[config.mk]
export PLATFORM = sky130hd
export DESIGN_NAME = e2p_ctrl
export DESIGN_NICKNAME = d
export VERILOG_FILES = /design/src/design/e2p_pkg.sv /design/src/design/bit_sync.sv /design/src/design/serial_shifter.sv /design/src/design/e2p_ctrl.sv
export VERILOG_INCLUDE_DIRS = /design/src /design/src/design
export SDC_FILE = /design/constraint.sdc
export NUM_CORES = 1
export LEC_CHECK = 0
export BUFFER_PORTS_ARGS = -buffer_cell sky130_fd_sc_hd__buf_2
export CORE_ASPECT_RATIO = 1.75
export CORE_MARGIN = 1.5
export CORE_UTILIZATION = 35
export DETAILED_ROUTE_END_ITERATION = 10
export PLACE_DENSITY = 0.51
export SYNTH_ARGS = -nofsm -noshare
export SYNTH_HDL_FRONTEND = slang
export SYNTH_SLANG_ARGS = --single-unit
export TNS_END_PERCENT = 5
[constraint.sdc]
create_clock -name clk_sys -period 10.8 [get_ports clk_sys]
set_input_delay 2.16 -clock clk_sys [delete_from_list [all_inputs] [get_ports clk_sys]]
set_output_delay 2.16 -clock clk_sys [all_outputs]
set_load 0.05 [all_outputs]
[src/design/e2p_cfg.svh]
/*
  constants of the serial memory controller: pin-level opcodes, host
  operation codes, frame lengths and timing counts.
  assumes a 250 MHz system clock and a byte-organised three-wire memory.
*/
`ifndef E2P_CFG_SVH
`define E2P_CFG_SVH

// ---------------------------------------------------------------
// host operation codes (operation_code_field)
// ---------------------------------------------------------------
`define OP_READ 3'h0
`define OP_WDIS 3'h1
`define OP_WEN 3'h2
`define OP_WRITE 3'h3
`define OP_WALL 3'h4
`define OP_ERASE 3'h5
`define OP_EALL 3'h6
`define OP_RELOAD 3'h7

// ---------------------------------------------------------------
// pin-level opcodes and location prefixes
// ---------------------------------------------------------------
`define SER_START 1'h1
`define SER_READ 2'h2
`define SER_WRITE 2'h1
`define SER_ERASE 2'h3
`define SER_CTRL 2'h0
`define LOC_WEN 7'h60
`define LOC_WDIS 7'h00
`define LOC_EALL 7'h40
`define LOC_WALL 7'h20

// ---------------------------------------------------------------
// frame shape and autoload
// ---------------------------------------------------------------
`define BITS_SHORT 5'h0a
`define BITS_LONG 5'h12
`define SIG_BYTE 8'ha5
`define ADDR_BYTES 3'h6
`define LOC_W 7
`define DATA_W 8

// ---------------------------------------------------------------
// timing
// ---------------------------------------------------------------
`define CLK_NS 4
`define SCLK_HALF_NS 500
`define SCLK_HALF_CYC ((`SCLK_HALF_NS + `CLK_NS - 1) / `CLK_NS)
`define CS_GAP_NS 500
`define CS_GAP_CYC ((`CS_GAP_NS + `CLK_NS - 1) / `CLK_NS)
`define POLL_SETTLE_NS 500
`define POLL_SETTLE_CYC ((`POLL_SETTLE_NS + `CLK_NS - 1) / `CLK_NS)
`define RESP_TIMEOUT_MS 30
`define RESP_TIMEOUT_CYC (`RESP_TIMEOUT_MS * 1000000 / `CLK_NS)

`endif

[src/design/e2p_pkg.sv]
/*
  types shared by the serial memory controller, its checker and its bench.
  assumes e2p_cfg.svh is compiled alongside.
*/
package e2p_pkg;

  // controller sequencing states
  typedef enum logic [1:0] {ST_IDLE, ST_SHIFT, ST_GAP, ST_POLL} ctl_state_t;

  // memory_command_reg contents written by the host
  typedef struct packed {
    logic [2:0] operation_code_field;
    logic [6:0] location_field;
  } cmd_t;

  // status bits of memory_command_reg
  typedef struct packed {
    logic operation_busy_flag;
    logic response_timeout_flag;
    logic address_loaded_flag;
    logic reload_done_flag;
  } flags_t;

endpackage : e2p_pkg

[src/design/bit_sync.sv]
/*
  two-flop synchroniser for levels from outside the clock domain.
  assumes the input is a level that holds for several clocks.
*/
`timescale 1ns/1ns
`default_nettype none
module bit_sync #(
  parameter int W = 1
) (
  // clock and reset
  input wire logic clk_sys,
  input wire logic sys_rst,
  // levels
  input wire logic [W-1:0] d,
  output var logic [W-1:0] q
);

  logic [W-1:0] meta; // first stage, read by q only

  // --------------------------------------------------------------
  // two stages
  // --------------------------------------------------------------
  always_ff @(posedge clk_sys or posedge sys_rst) begin
    if (sys_rst) begin
      meta <= '0;
      q <= '0;
    end else begin
      meta <= d;
      q <= meta;
    end
  end

endmodule : bit_sync
`default_nettype wire

[src/design/serial_shifter.sv]
/*
  serial frame engine: divides the system clock into the serial clock,
  shifts a frame out MSB first and samples the data pin on rising edges.
  assumes the caller holds nbits, drive and tx steady while busy.
*/
`timescale 1ns/1ns
`default_nettype none
`include "e2p_cfg.svh"
module serial_shifter #(
  parameter int HALF_CYC = `SCLK_HALF_CYC
) (
  // clock and reset
  input wire logic clk_sys,
  input wire logic sys_rst,
  // frame request
  input wire logic start,
  input wire logic [4:0] nbits,
  input wire logic [4:0] drive,
  input wire logic [17:0] tx,
  // frame result
  output var logic done,
  output var logic [7:0] rx,
  // serial lines
  input wire logic sdi,
  output var logic sclk,
  output var logic sdo,
  output var logic sdo_oe
);

  localparam int DW = (HALF_CYC > 1) ? $clog2(HALF_CYC) : 1;

  logic active, next_active; // frame in flight
  logic [DW-1:0] div, next_div; // half-period counter
  logic [4:0] cnt, next_cnt; // bits completed
  logic [17:0] sh, next_sh; // outgoing bits, MSB at top
  logic next_sclk;
  logic [7:0] next_rx;
  logic next_done;

  // --------------------------------------------------------------
  // next state: data changes while clock is low, sampled on rise
  // --------------------------------------------------------------
  always_comb begin
    next_active = active;
    next_div = div;
    next_cnt = cnt;
    next_sh = sh;
    next_sclk = sclk;
    next_rx = rx;
    next_done = 1'b0;
    if (!active) begin
      if (start) begin // load a fresh frame
        next_active = 1'b1;
        next_sh = tx;
        next_cnt = 5'h00;
        next_div = '0;
        next_sclk = 1'b0;
      end
    end else if (div == DW'(HALF_CYC - 1)) begin
      next_div = '0;
      if (!sclk) begin // rising edge: memory output is valid
        next_sclk = 1'b1;
        next_rx = {rx[6:0], sdi};
      end else begin // falling edge: present the next bit
        next_sclk = 1'b0;
        next_cnt = 5'(cnt + 5'h01);
        next_sh = {sh[16:0], 1'b0};
        if (5'(cnt + 5'h01) == nbits) begin
          next_active = 1'b0;
          next_done = 1'b1;
        end
      end
    end else begin
      next_div = DW'(div + 1'b1);
    end
  end

  // --------------------------------------------------------------
  // registers
  // --------------------------------------------------------------
  always_ff @(posedge clk_sys or posedge sys_rst) begin
    if (sys_rst) begin
      active <= 1'b0;
      div <= '0;
      cnt <= 5'h00;
      sh <= 18'h00000;
      sclk <= 1'b0;
      rx <= 8'h00;
      done <= 1'b0;
    end else begin
      active <= next_active;
      div <= next_div;
      cnt <= next_cnt;
      sh <= next_sh;
      sclk <= next_sclk;
      rx <= next_rx;
      done <= next_done;
    end
  end

  // line outputs follow the registers; the top registers them again
  assign sdo = sh[17];
  assign sdo_oe = active && (cnt < drive); // release for read data

endmodule : serial_shifter
`default_nettype wire

[src/design/e2p_ctrl.sv]
/*
  serial memory controller: boot-time station address load, host
  operations through command/data ports, write completion polling with
  timeout, and pin reuse when the interface is disabled.
  assumes host ports come from logic on clk_sys; serial_data_in is a pin.
*/
`timescale 1ns/1ns
`default_nettype none
`include "e2p_cfg.svh"
module e2p_ctrl
  import e2p_pkg::*;
#(
  parameter int TIMEOUT_CYC = `RESP_TIMEOUT_CYC,
  parameter int HALF_CYC = `SCLK_HALF_CYC
) (
  // clock and resets
  input wire logic clk_sys,
  input wire logic sys_rst,
  input wire logic soft_rst,
  // host command and data writes
  input wire logic cmd_write,
  input wire cmd_t cmd_in,
  input wire logic cmd_busy_set,
  input wire logic data_write,
  input wire logic [7:0] data_in,
  // host readback
  output var cmd_t memory_command_reg,
  output var flags_t status,
  output var logic [7:0] memory_data_reg,
  output var logic [31:0] station_address_low,
  output var logic [15:0] station_address_high,
  // pin configuration
  input wire logic iface_disable,
  input wire logic pin_mon_sel,
  input wire logic [1:0] gp_out,
  input wire logic [1:0] mii_mon,
  // serial memory pins
  output var logic serial_chip_select,
  output var logic serial_clock_pin,
  output var logic serial_data_out,
  output var logic serial_data_oe,
  input wire logic serial_data_in
);

  localparam int CW = $clog2(TIMEOUT_CYC + 1);

  // --------------------------------------------------------------
  // state
  // --------------------------------------------------------------
  ctl_state_t state, next_state; // sequencer
  logic [CW-1:0] cnt, next_cnt; // gap, settle and timeout counter
  logic loading, next_loading; // address load in progress
  logic reload, next_reload; // load was host requested
  logic poll, next_poll; // ready poll owed after gap
  logic [2:0] idx, next_idx; // next autoload location
  logic [2:0] op, next_op; // operation on the wire
  logic [6:0] loc, next_loc; // location on the wire
  logic cs, next_cs; // chip select
  logic start, next_start; // shifter kick
  logic [47:0] station, next_station; // byte 0 in the low bits
  cmd_t next_cmd;
  flags_t next_status;
  logic [7:0] next_data;

  // shifter and pin wires
  logic din_s; // synchronised data pin
  logic sh_done;
  logic [7:0] sh_rx;
  logic sh_sclk;
  logic sh_sdo;
  logic sh_oe;
  logic [4:0] nbits;
  logic [4:0] drive;
  logic [17:0] tx;
  logic [2:0] idx_m1;

  // --------------------------------------------------------------
  // frame builder
  // --------------------------------------------------------------
  // opcode and location prefix per host operation
  always_comb begin
    tx = 18'h00000;
    nbits = `BITS_SHORT;
    drive = `BITS_SHORT;
    case (op)
      `OP_READ, `OP_RELOAD: begin
        tx = {`SER_START, `SER_READ, loc, 8'h00};
        nbits = `BITS_LONG;
      end
      `OP_WRITE: begin
        tx = {`SER_START, `SER_WRITE, loc, memory_data_reg};
        nbits = `BITS_LONG;
        drive = `BITS_LONG;
      end
      `OP_WALL: begin
        tx = {`SER_START, `SER_CTRL, `LOC_WALL, memory_data_reg};
        nbits = `BITS_LONG;
        drive = `BITS_LONG;
      end
      `OP_ERASE: tx = {`SER_START, `SER_ERASE, loc, 8'h00};
      `OP_EALL: tx = {`SER_START, `SER_CTRL, `LOC_EALL, 8'h00};
      `OP_WEN: tx = {`SER_START, `SER_CTRL, `LOC_WEN, 8'h00};
      default: tx = {`SER_START, `SER_CTRL, `LOC_WDIS, 8'h00};
    endcase
  end

  assign idx_m1 = 3'(idx - 3'h1);

  // --------------------------------------------------------------
  // sequencer next state
  // --------------------------------------------------------------
  always_comb begin
    next_state = state;
    next_cnt = cnt;
    next_loading = loading;
    next_reload = reload;
    next_poll = poll;
    next_idx = idx;
    next_op = op;
    next_loc = loc;
    next_cs = cs;
    next_start = 1'b0;
    next_station = station;
    next_cmd = memory_command_reg;
    next_status = status;
    next_data = memory_data_reg;
    case (state)
      // host may write only while idle; busy writes are ignored
      ST_IDLE: begin
        if (data_write) begin
          next_data = data_in;
        end
        if (cmd_write) begin
          next_cmd = cmd_in;
          if (cmd_busy_set) begin
            next_status.operation_busy_flag = 1'b1;
            next_status.response_timeout_flag = 1'b0;
            if (cmd_in.operation_code_field == `OP_RELOAD) begin
              next_loading = 1'b1;
              next_reload = 1'b1;
              next_idx = 3'h0;
              next_status.address_loaded_flag = 1'b0;
              next_status.reload_done_flag = 1'b0;
              next_cnt = '0;
              next_state = ST_GAP;
            end else begin
              next_op = cmd_in.operation_code_field;
              next_loc = cmd_in.location_field;
              next_cs = 1'b1;
              next_start = 1'b1;
              next_state = ST_SHIFT;
            end
          end
        end
      end
      // frame on the wire
      ST_SHIFT: begin
        if (sh_done) begin
          next_cs = 1'b0;
          next_cnt = '0;
          next_state = ST_GAP;
          // programming ops leave the memory busy: poll for ready
          next_poll = (op == `OP_WRITE) || (op == `OP_WALL) ||
                      (op == `OP_ERASE) || (op == `OP_EALL);
          if (loading) begin
            if (idx == 3'h0) begin
              if (sh_rx == `SIG_BYTE) begin
                next_idx = 3'h1;
              end else begin
                next_loading = 1'b0;
              end
            end else begin
              next_station[{idx_m1, 3'h0} +: 8] = sh_rx;
              if (idx == `ADDR_BYTES) begin
                next_loading = 1'b0;
                next_status.address_loaded_flag = 1'b1;
                next_status.reload_done_flag = reload;
              end else begin
                next_idx = 3'(idx + 3'h1);
              end
            end
          end else if (op == `OP_READ) begin
            next_data = sh_rx;
          end
        end
      end
      // chip select low between frames
      ST_GAP: begin
        next_cnt = CW'(cnt + 1'b1);
        if (cnt == CW'(`CS_GAP_CYC - 1)) begin
          next_cnt = '0;
          if (poll) begin
            next_cs = 1'b1;
            next_state = ST_POLL;
          end else if (loading) begin
            next_op = `OP_RELOAD;
            next_loc = {4'h0, idx};
            next_cs = 1'b1;
            next_start = 1'b1;
            next_state = ST_SHIFT;
          end else begin
            next_reload = 1'b0;
            next_status.operation_busy_flag = 1'b0;
            next_state = ST_IDLE;
          end
        end
      end
      // data pin high means the memory finished programming
      ST_POLL: begin
        next_cnt = CW'(cnt + 1'b1);
        if ((cnt >= CW'(`POLL_SETTLE_CYC)) && din_s) begin
          next_poll = 1'b0;
          next_cs = 1'b0;
          next_status.operation_busy_flag = 1'b0;
          next_state = ST_IDLE;
        end else if (cnt == CW'(TIMEOUT_CYC - 1)) begin
          next_poll = 1'b0;
          next_cs = 1'b0;
          next_status.response_timeout_flag = 1'b1;
          next_status.operation_busy_flag = 1'b0;
          next_state = ST_IDLE;
        end
      end
      default: begin
        next_state = ST_IDLE;
      end
    endcase
    // soft reset restarts the boot load; address is kept until reloaded
    if (soft_rst) begin
      next_state = ST_GAP;
      next_cnt = '0;
      next_loading = 1'b1;
      next_reload = 1'b0;
      next_poll = 1'b0;
      next_idx = 3'h0;
      next_cs = 1'b0;
      next_start = 1'b0;
      next_status = '{1'b1, 1'b0, 1'b0, 1'b0};
    end
  end

  // --------------------------------------------------------------
  // sequencer registers; reset starts the boot load with busy high
  // --------------------------------------------------------------
  always_ff @(posedge clk_sys or posedge sys_rst) begin
    if (sys_rst) begin
      state <= ST_GAP;
      cnt <= '0;
      loading <= 1'b1;
      reload <= 1'b0;
      poll <= 1'b0;
      idx <= 3'h0;
      op <= `OP_READ;
      loc <= 7'h00;
      cs <= 1'b0;
      start <= 1'b0;
      station <= 48'h000000000000;
      memory_command_reg <= '0;
      status <= '{1'b1, 1'b0, 1'b0, 1'b0};
      memory_data_reg <= 8'h00;
    end else begin
      state <= next_state;
      cnt <= next_cnt;
      loading <= next_loading;
      reload <= next_reload;
      poll <= next_poll;
      idx <= next_idx;
      op <= next_op;
      loc <= next_loc;
      cs <= next_cs;
      start <= next_start;
      station <= next_station;
      memory_command_reg <= next_cmd;
      status <= next_status;
      memory_data_reg <= next_data;
    end
  end

  assign station_address_low = station[31:0];
  assign station_address_high = station[47:32];

  // --------------------------------------------------------------
  // leaves
  // --------------------------------------------------------------
  bit_sync #(
    .W(1)
  ) u_din_sync (
    .clk_sys(clk_sys),
    .sys_rst(sys_rst),
    .d(serial_data_in),
    .q(din_s)
  );

  serial_shifter #(
    .HALF_CYC(HALF_CYC)
  ) u_shifter (
    .clk_sys(clk_sys),
    .sys_rst(sys_rst),
    .start(start),
    .nbits(nbits),
    .drive(drive),
    .tx(tx),
    .done(sh_done),
    .rx(sh_rx),
    .sdi(din_s),
    .sclk(sh_sclk),
    .sdo(sh_sdo),
    .sdo_oe(sh_oe)
  );

  // --------------------------------------------------------------
  // pin mux: disabled interface reuses pins as plain outputs
  // --------------------------------------------------------------
  logic next_pin_cs, next_pin_clk, next_pin_do, next_pin_oe;

  always_comb begin
    if (iface_disable) begin
      next_pin_cs = 1'b0;
      next_pin_clk = pin_mon_sel ? mii_mon[0] : gp_out[0];
      next_pin_do = pin_mon_sel ? mii_mon[1] : gp_out[1];
      next_pin_oe = 1'b1;
    end else begin
      next_pin_cs = cs;
      next_pin_clk = sh_sclk;
      next_pin_do = sh_sdo;
      next_pin_oe = sh_oe;
    end
  end

  // one register stage keeps the pins glitch free
  always_ff @(posedge clk_sys or posedge sys_rst) begin
    if (sys_rst) begin
      serial_chip_select <= 1'b0;
      serial_clock_pin <= 1'b0;
      serial_data_out <= 1'b0;
      serial_data_oe <= 1'b0;
    end else begin
      serial_chip_select <= next_pin_cs;
      serial_clock_pin <= next_pin_clk;
      serial_data_out <= next_pin_do;
      serial_data_oe <= next_pin_oe;
    end
  end

endmodule : e2p_ctrl
`default_nettype wire

Word level (Yosys, flattened, before mapping)
Index checks and enable logic that the tools add are counted.

Add/subtract/negate cells: 6. Multiply operators: 0. Div/mod/pow operators: 0. Magnitude comparators: 2. Equality and inequality tests: 45. Shifts and indexed selects: 2. Multiplexer cells: 132. Bitwise gates (word level): 2. Reductions and logical operators: 36.

Operators with widths (count): $mux 23 (6); $pmux 17 s6 (1); $pmux 23 s4 (1); $mux 18 (4); $mux 7 (9); $mux 1 (54); $bwmux 48 (1); $shift 8x8->48 const A (1); $shiftx 8x8->48 (1); $mux 3 (15); $ne 3x3->1 const B (12); $mux 8 (4); $mux 2 (15); $mux 5 (6); $reduce_and 7->1 (4); $add 23x1->23 const B (1); $eq 23x23->1 const B (1); $eq 23x7->1 const B (1); $ge 23x7->1 const B (1); $ne 2x2->1 const B (10); $reduce_and 5->1 (4); $eq 3x3->1 const B (6); $ne 4x4->1 const B (4); $pmux 8 s2 (1); other kinds (36) (62).

Bits in registers: 160. Bits in latches: 0. Bits in writable memories: 0. ROM bits: 0. Bits of input ports: 31. Output and inout bits: 74. Memories kept: 0.

Longest topological paths before layout
Depth in word-level cells: 8. Gate-level depth with buffers: 9. Depth with buffers taken out: 7.

Hierarchy
Synthesis repeated with hierarchy kept, for this count alone.

Cell total of the unflattened synthesis: 785. Area, all modules: 7948.9 um^2.

Modules (own cells, without submodules): e2p_ctrl (instances 1, cells an instance 579, area an instance 5766.8 um^2, seq. area each 2931.6 um^2); serial_shifter (instances 1, cells an instance 203, area an instance 2128.3 um^2, seq. area each 1026.0 um^2); bit_sync (instances 1, cells an instance 3, area an instance 53.8 um^2, seq. area each 50.0 um^2).

Worst setup path before layout
No wires, ideal clock.

Kind: input-to-reg. Start: input cmd_busy_set. End: register cnt[16]. Arrival time: 3.574 ns. Required time: 10.723 ns. Setup slack: 7.149 ns. Stages: 5. Path buffers: 0. Cell sequence: nand3b_1 > o211ai_1 > nand3_1 > or3_1 > a21oi_1.

Word-level cells in the longest chain between the ends: 2.

RTL lines: from (decl) (line e2p_ctrl.sv:23) `input wire logic cmd_busy_set,`; $ne 3x3->1 (no source line); $reduce_and 4->1 (no source line); to (signal assigned) (line e2p_ctrl.sv:263) `cnt <= next_cnt;`; to (decl) (line e2p_ctrl.sv:51) `logic [CW-1:0] cnt, next_cnt;`.

No other way between the ends. A chain may end at the register's enable or synchronous reset.

Final worst setup path
Start: input cmd_write. End: register cnt[20].

Word-level cells in the longest chain between the ends: 2.

RTL lines: from (decl) (line e2p_ctrl.sv:21) `input wire logic cmd_write,`; $ne 3x3->1 (no source line); $reduce_and 4->1 (no source line).

No other way between the ends.

==> results.toml <==
[run_status]
outcome = "finished, final reports clean"

[route]
drt-initial-drc-count = 345
wirelength_mm = 20.0
ant_nets = 0
wl_met2_mm = 11.0
top_layer_used = "met5"
first_pass_iters = 4
drc = 0
wl_per_cell_um = 17.5
viasPerCell = 5.15
drt-met1-wl_mm = 8.08
wl_met3_um = 606
dr_total_vias = 5878

[clocking]
cts_tree = "built"
clock_sinks = 160
cts_buffer_depth = 2
cts_setup_buffers = 0
cts-resized-gates = 0
clk_latency_ns = 0.42
clkTransAtPathRegs_ns = 0.06
root_buffer = "clkbuf_16"
h-tree-depth = 4
holdBufCountCts = 0
cts_buffers = 17

[synth]
synth.avg_cell_area_um2 = 10.4
ys_warn_count = 0
yosysSeqAreaShare_pct = 52.2
synth_area_leaders = "dfrtp_1, mux2_2, nand2_1"
ys_ff_latch = 160
synth_top_area_share_pct = 51.2
synth_edf_count = 0
yosys.cell_types.count = 66
synth_area_mm2 = 0.00768
syn_nets = 783
yosys_most_used_dff = "dfrtp_1"
ys_async_sr_fraction_pct = 100
synth_top_cell_by_area = "dfrtp_1"
synthCells = 736

[placement]
place_area_mm2 = 0.00850
place_inst = 1109
gp_congestion = 0.860
portBuffers = 104
dp_hpwl_mm = 14.2

[sta]
max_freq_ghz = 0.262
rsz0062_at_grt = "no"
hold_viol_final = 0
tns_ns = 0
holdWs_ns = 0.359
worstMarginPinSlew_ns = 1.04
finalCritPeriodShare_pct = 35.3
maxSlewViolCount = 0
slew_headroom_pct = 30.4
fin_crit_ns = 3.81
finalSetupViolCount = 0
skew_ns = 0.0107

[layout]
top_regs = "station: 48 flops, cnt: 23 flops, u_shifter.sh: 18 flops"
final_cells = 1141
drive_gt1_share_pct = 25.0
largest_reg_flops = 48
largest_register = "station"
postLayoutCellArea_mm2 = 0.00910
final_net_count = 883
antenna_cells = 0
syn_to_final_growth_pct = 18.5

[worst_setup_path]
end_kind = "flop"
cp_cell_sequence = "buf_2, nand3b_1, o211ai_1, nand3_1, or3_1, a21oi_1"
cp_max_fo = 10
critical-path-max-stage-delay_ns = 0.78
critPathKind = "input port to flop"
critPathLaunchType = "input port"
required_ns = 11.15
cpMaxStageDelayCell = "o211ai_1"
worstPathArrival_ns = 4.16

[power_and_ir_drop]
p_sw_share_pct = 35.5
p_int_w = 0.00124
power_w = 0.00192
power.switching_w = 0.000682
peakVddDrop_uv = 99.7
clkPwrFrac_pct = 32.2
power_density_mw_per_mm2 = 211
power_frac_comb_pct = 26.5
leakage_nw = 4.25
sequentialPowerShare_pct = 41.3

[global_route]
grt_pass1_wl_mm = 32.6
grt_max_degree = 89
grt_pass1_vias = 5988
overflow = 0
antenna_found_initial = 1
gr-usage-all-layers_pct = 18.5

[run]
max_cap_violations = 0

[worst_hold_path]
hp-class = "flop to flop"

[floorplan]
dieArea_mm2 = 0.0229
placementRows = 71
die_w_um = 115
die_y_um = 199
start_util_pct = 35.7
io_pins = 105
core-area_mm2 = 0.0215
==> placed cells by master, fill, tap and decap left out, drive strengths merged, types with 7 or more instances in the layout <==
cell / instances
a221oi: 8
inv: 25
nand3: 23
nand4: 12
dfrtp: 157
mux2i: 10
mux2: 56
nor2b: 7
or4: 7
o21ai: 55
o31ai: 9
xor2: 8
a21oi: 29
ha: 16
buf: 112
and2: 19
clkbuf: 22
nand2: 76
xnor2: 9
nor3: 11
nor2: 59
a31oi: 20
==> logic make-up after synthesis <==
logic type               synth area share, %
XOR/XNOR                                1.94
buffers and inverters                   2.93
adder cells (fa/ha/maj)                 2.61
multiplexers                            9.61
AO/OA/AOI/OAI                           13.6
flip-flops                              52.2
AND/OR/NAND/NOR                         17.1
==> cell usage after synthesis (2+ instances only) <==
master	number
nand4b_1	4
nor3b_1	3
mux2_4	2
inv_1	24
o21ai_0	53
nor4_1	6
o211a_1	2
nand3b_1	4
o22ai_1	3
a221oi_1	7
a21oi_1	29
o22a_1	2
o32ai_1	2
o211ai_1	3
and3_1	4
dfstp_2	3
nor2b_1	7
mux2_2	54
buf_4	2
a31oi_1	20
a21o_1	3
and4_1	5
or4_1	6
xnor2_1	9
nor3_1	11
nor2_1	57
clkbuf_1	28
a31o_2	2
nand4_1	12
ha_1	16
xor2_1	8
mux2i_1	10
o31a_1	2
dfrtp_1	157
nand3_1	23
a41oi_1	5
or3_1	6
nor4bb_1	2
and2_1	19
nand2_1	76
nand2b_1	6
a211oi_1	3
o31ai_1	9
a22o_1	5
==> power by group through the flow <==
stage                     Clock, W  Sequential [W]  Combinational [W]
after floorplan                  0        0.000903           0.000274
after global placement           0        0.000801           0.000514
after detailed placement         0        0.000803           0.000517
after CTS                 0.000637        0.000793           0.000518
after global routing      0.000659        0.000810           0.000561
final                     0.000619        0.000792           0.000509
==> through the flow <==
stage / utilization, % / setup slack (ns)
after floorplan: - / 4.33
after global placement: 39.5 / 6.63
after detailed placement: 39.5 / 6.57
after CTS: 42.3 / 7.02
after global routing: 42.3 / 6.79
final: 42.3 / 6.99
==> critical path: cells and delay by family <==
family	cells	cell delay, ns
buffers and inverters	1	0.10
AOI/OAI and AO/OA	2	0.92
and+or+nand+nor	3	0.97
==> per-layer routing <==
metal | global-route usage, % | up-vias
met4 | 4.94 | 2
met5 | 0 | -
met1 | 21.1 | 2896
met2 | 34.5 | 98
met3 | 3.78 | 18
li1 | - | 2864
==> cell type report <==
| class | instances | area [um^2] |
|---|---|---|
| Fill cell | 2216 | 12400 |
| Sequential cell | 160 | 4010 |
| Multi-Input combinational cell | 520 | 3450 |
| Timing Repair Buffer | 112 | 581 |
| Clock buffer | 22 | 464 |
| Tap cell | 292 | 365 |
| Clock inverter | 10 | 136 |
| Inverter | 25 | 98.8 |
==> path summary, 6_finish.rpt <==
| path | startpoint | end | slack, ns | depth (start not counted) |
|---|---|---|---|---|
| setup reg to reg | state[0]$_DFFE_PP0P_ | station[32]$_DFFE_PP0P_ | 7.76 | 5 |
| setup / recovery | cmd_write | cnt[20]$_DFFE_PP0P_ | 6.99 | 6 |
| max in group asynchronous | sys_rst | cs$_DFFE_PP0P_ | 7.44 | 3 |
| hold / removal | u_din_sync.meta$_DFF_PP0_ | u_din_sync.q$_DFF_PP0_ | 0.36 | 0 |
| hold reg to reg | u_din_sync.meta$_DFF_PP0_ | u_din_sync.q$_DFF_PP0_ | 0.36 | 0 |
| min in group asynchronous | sys_rst | memory_data_reg[5]$_DFFE_PP0P_ | 1.89 | 2 |
(Power assumes the default switching activity.)
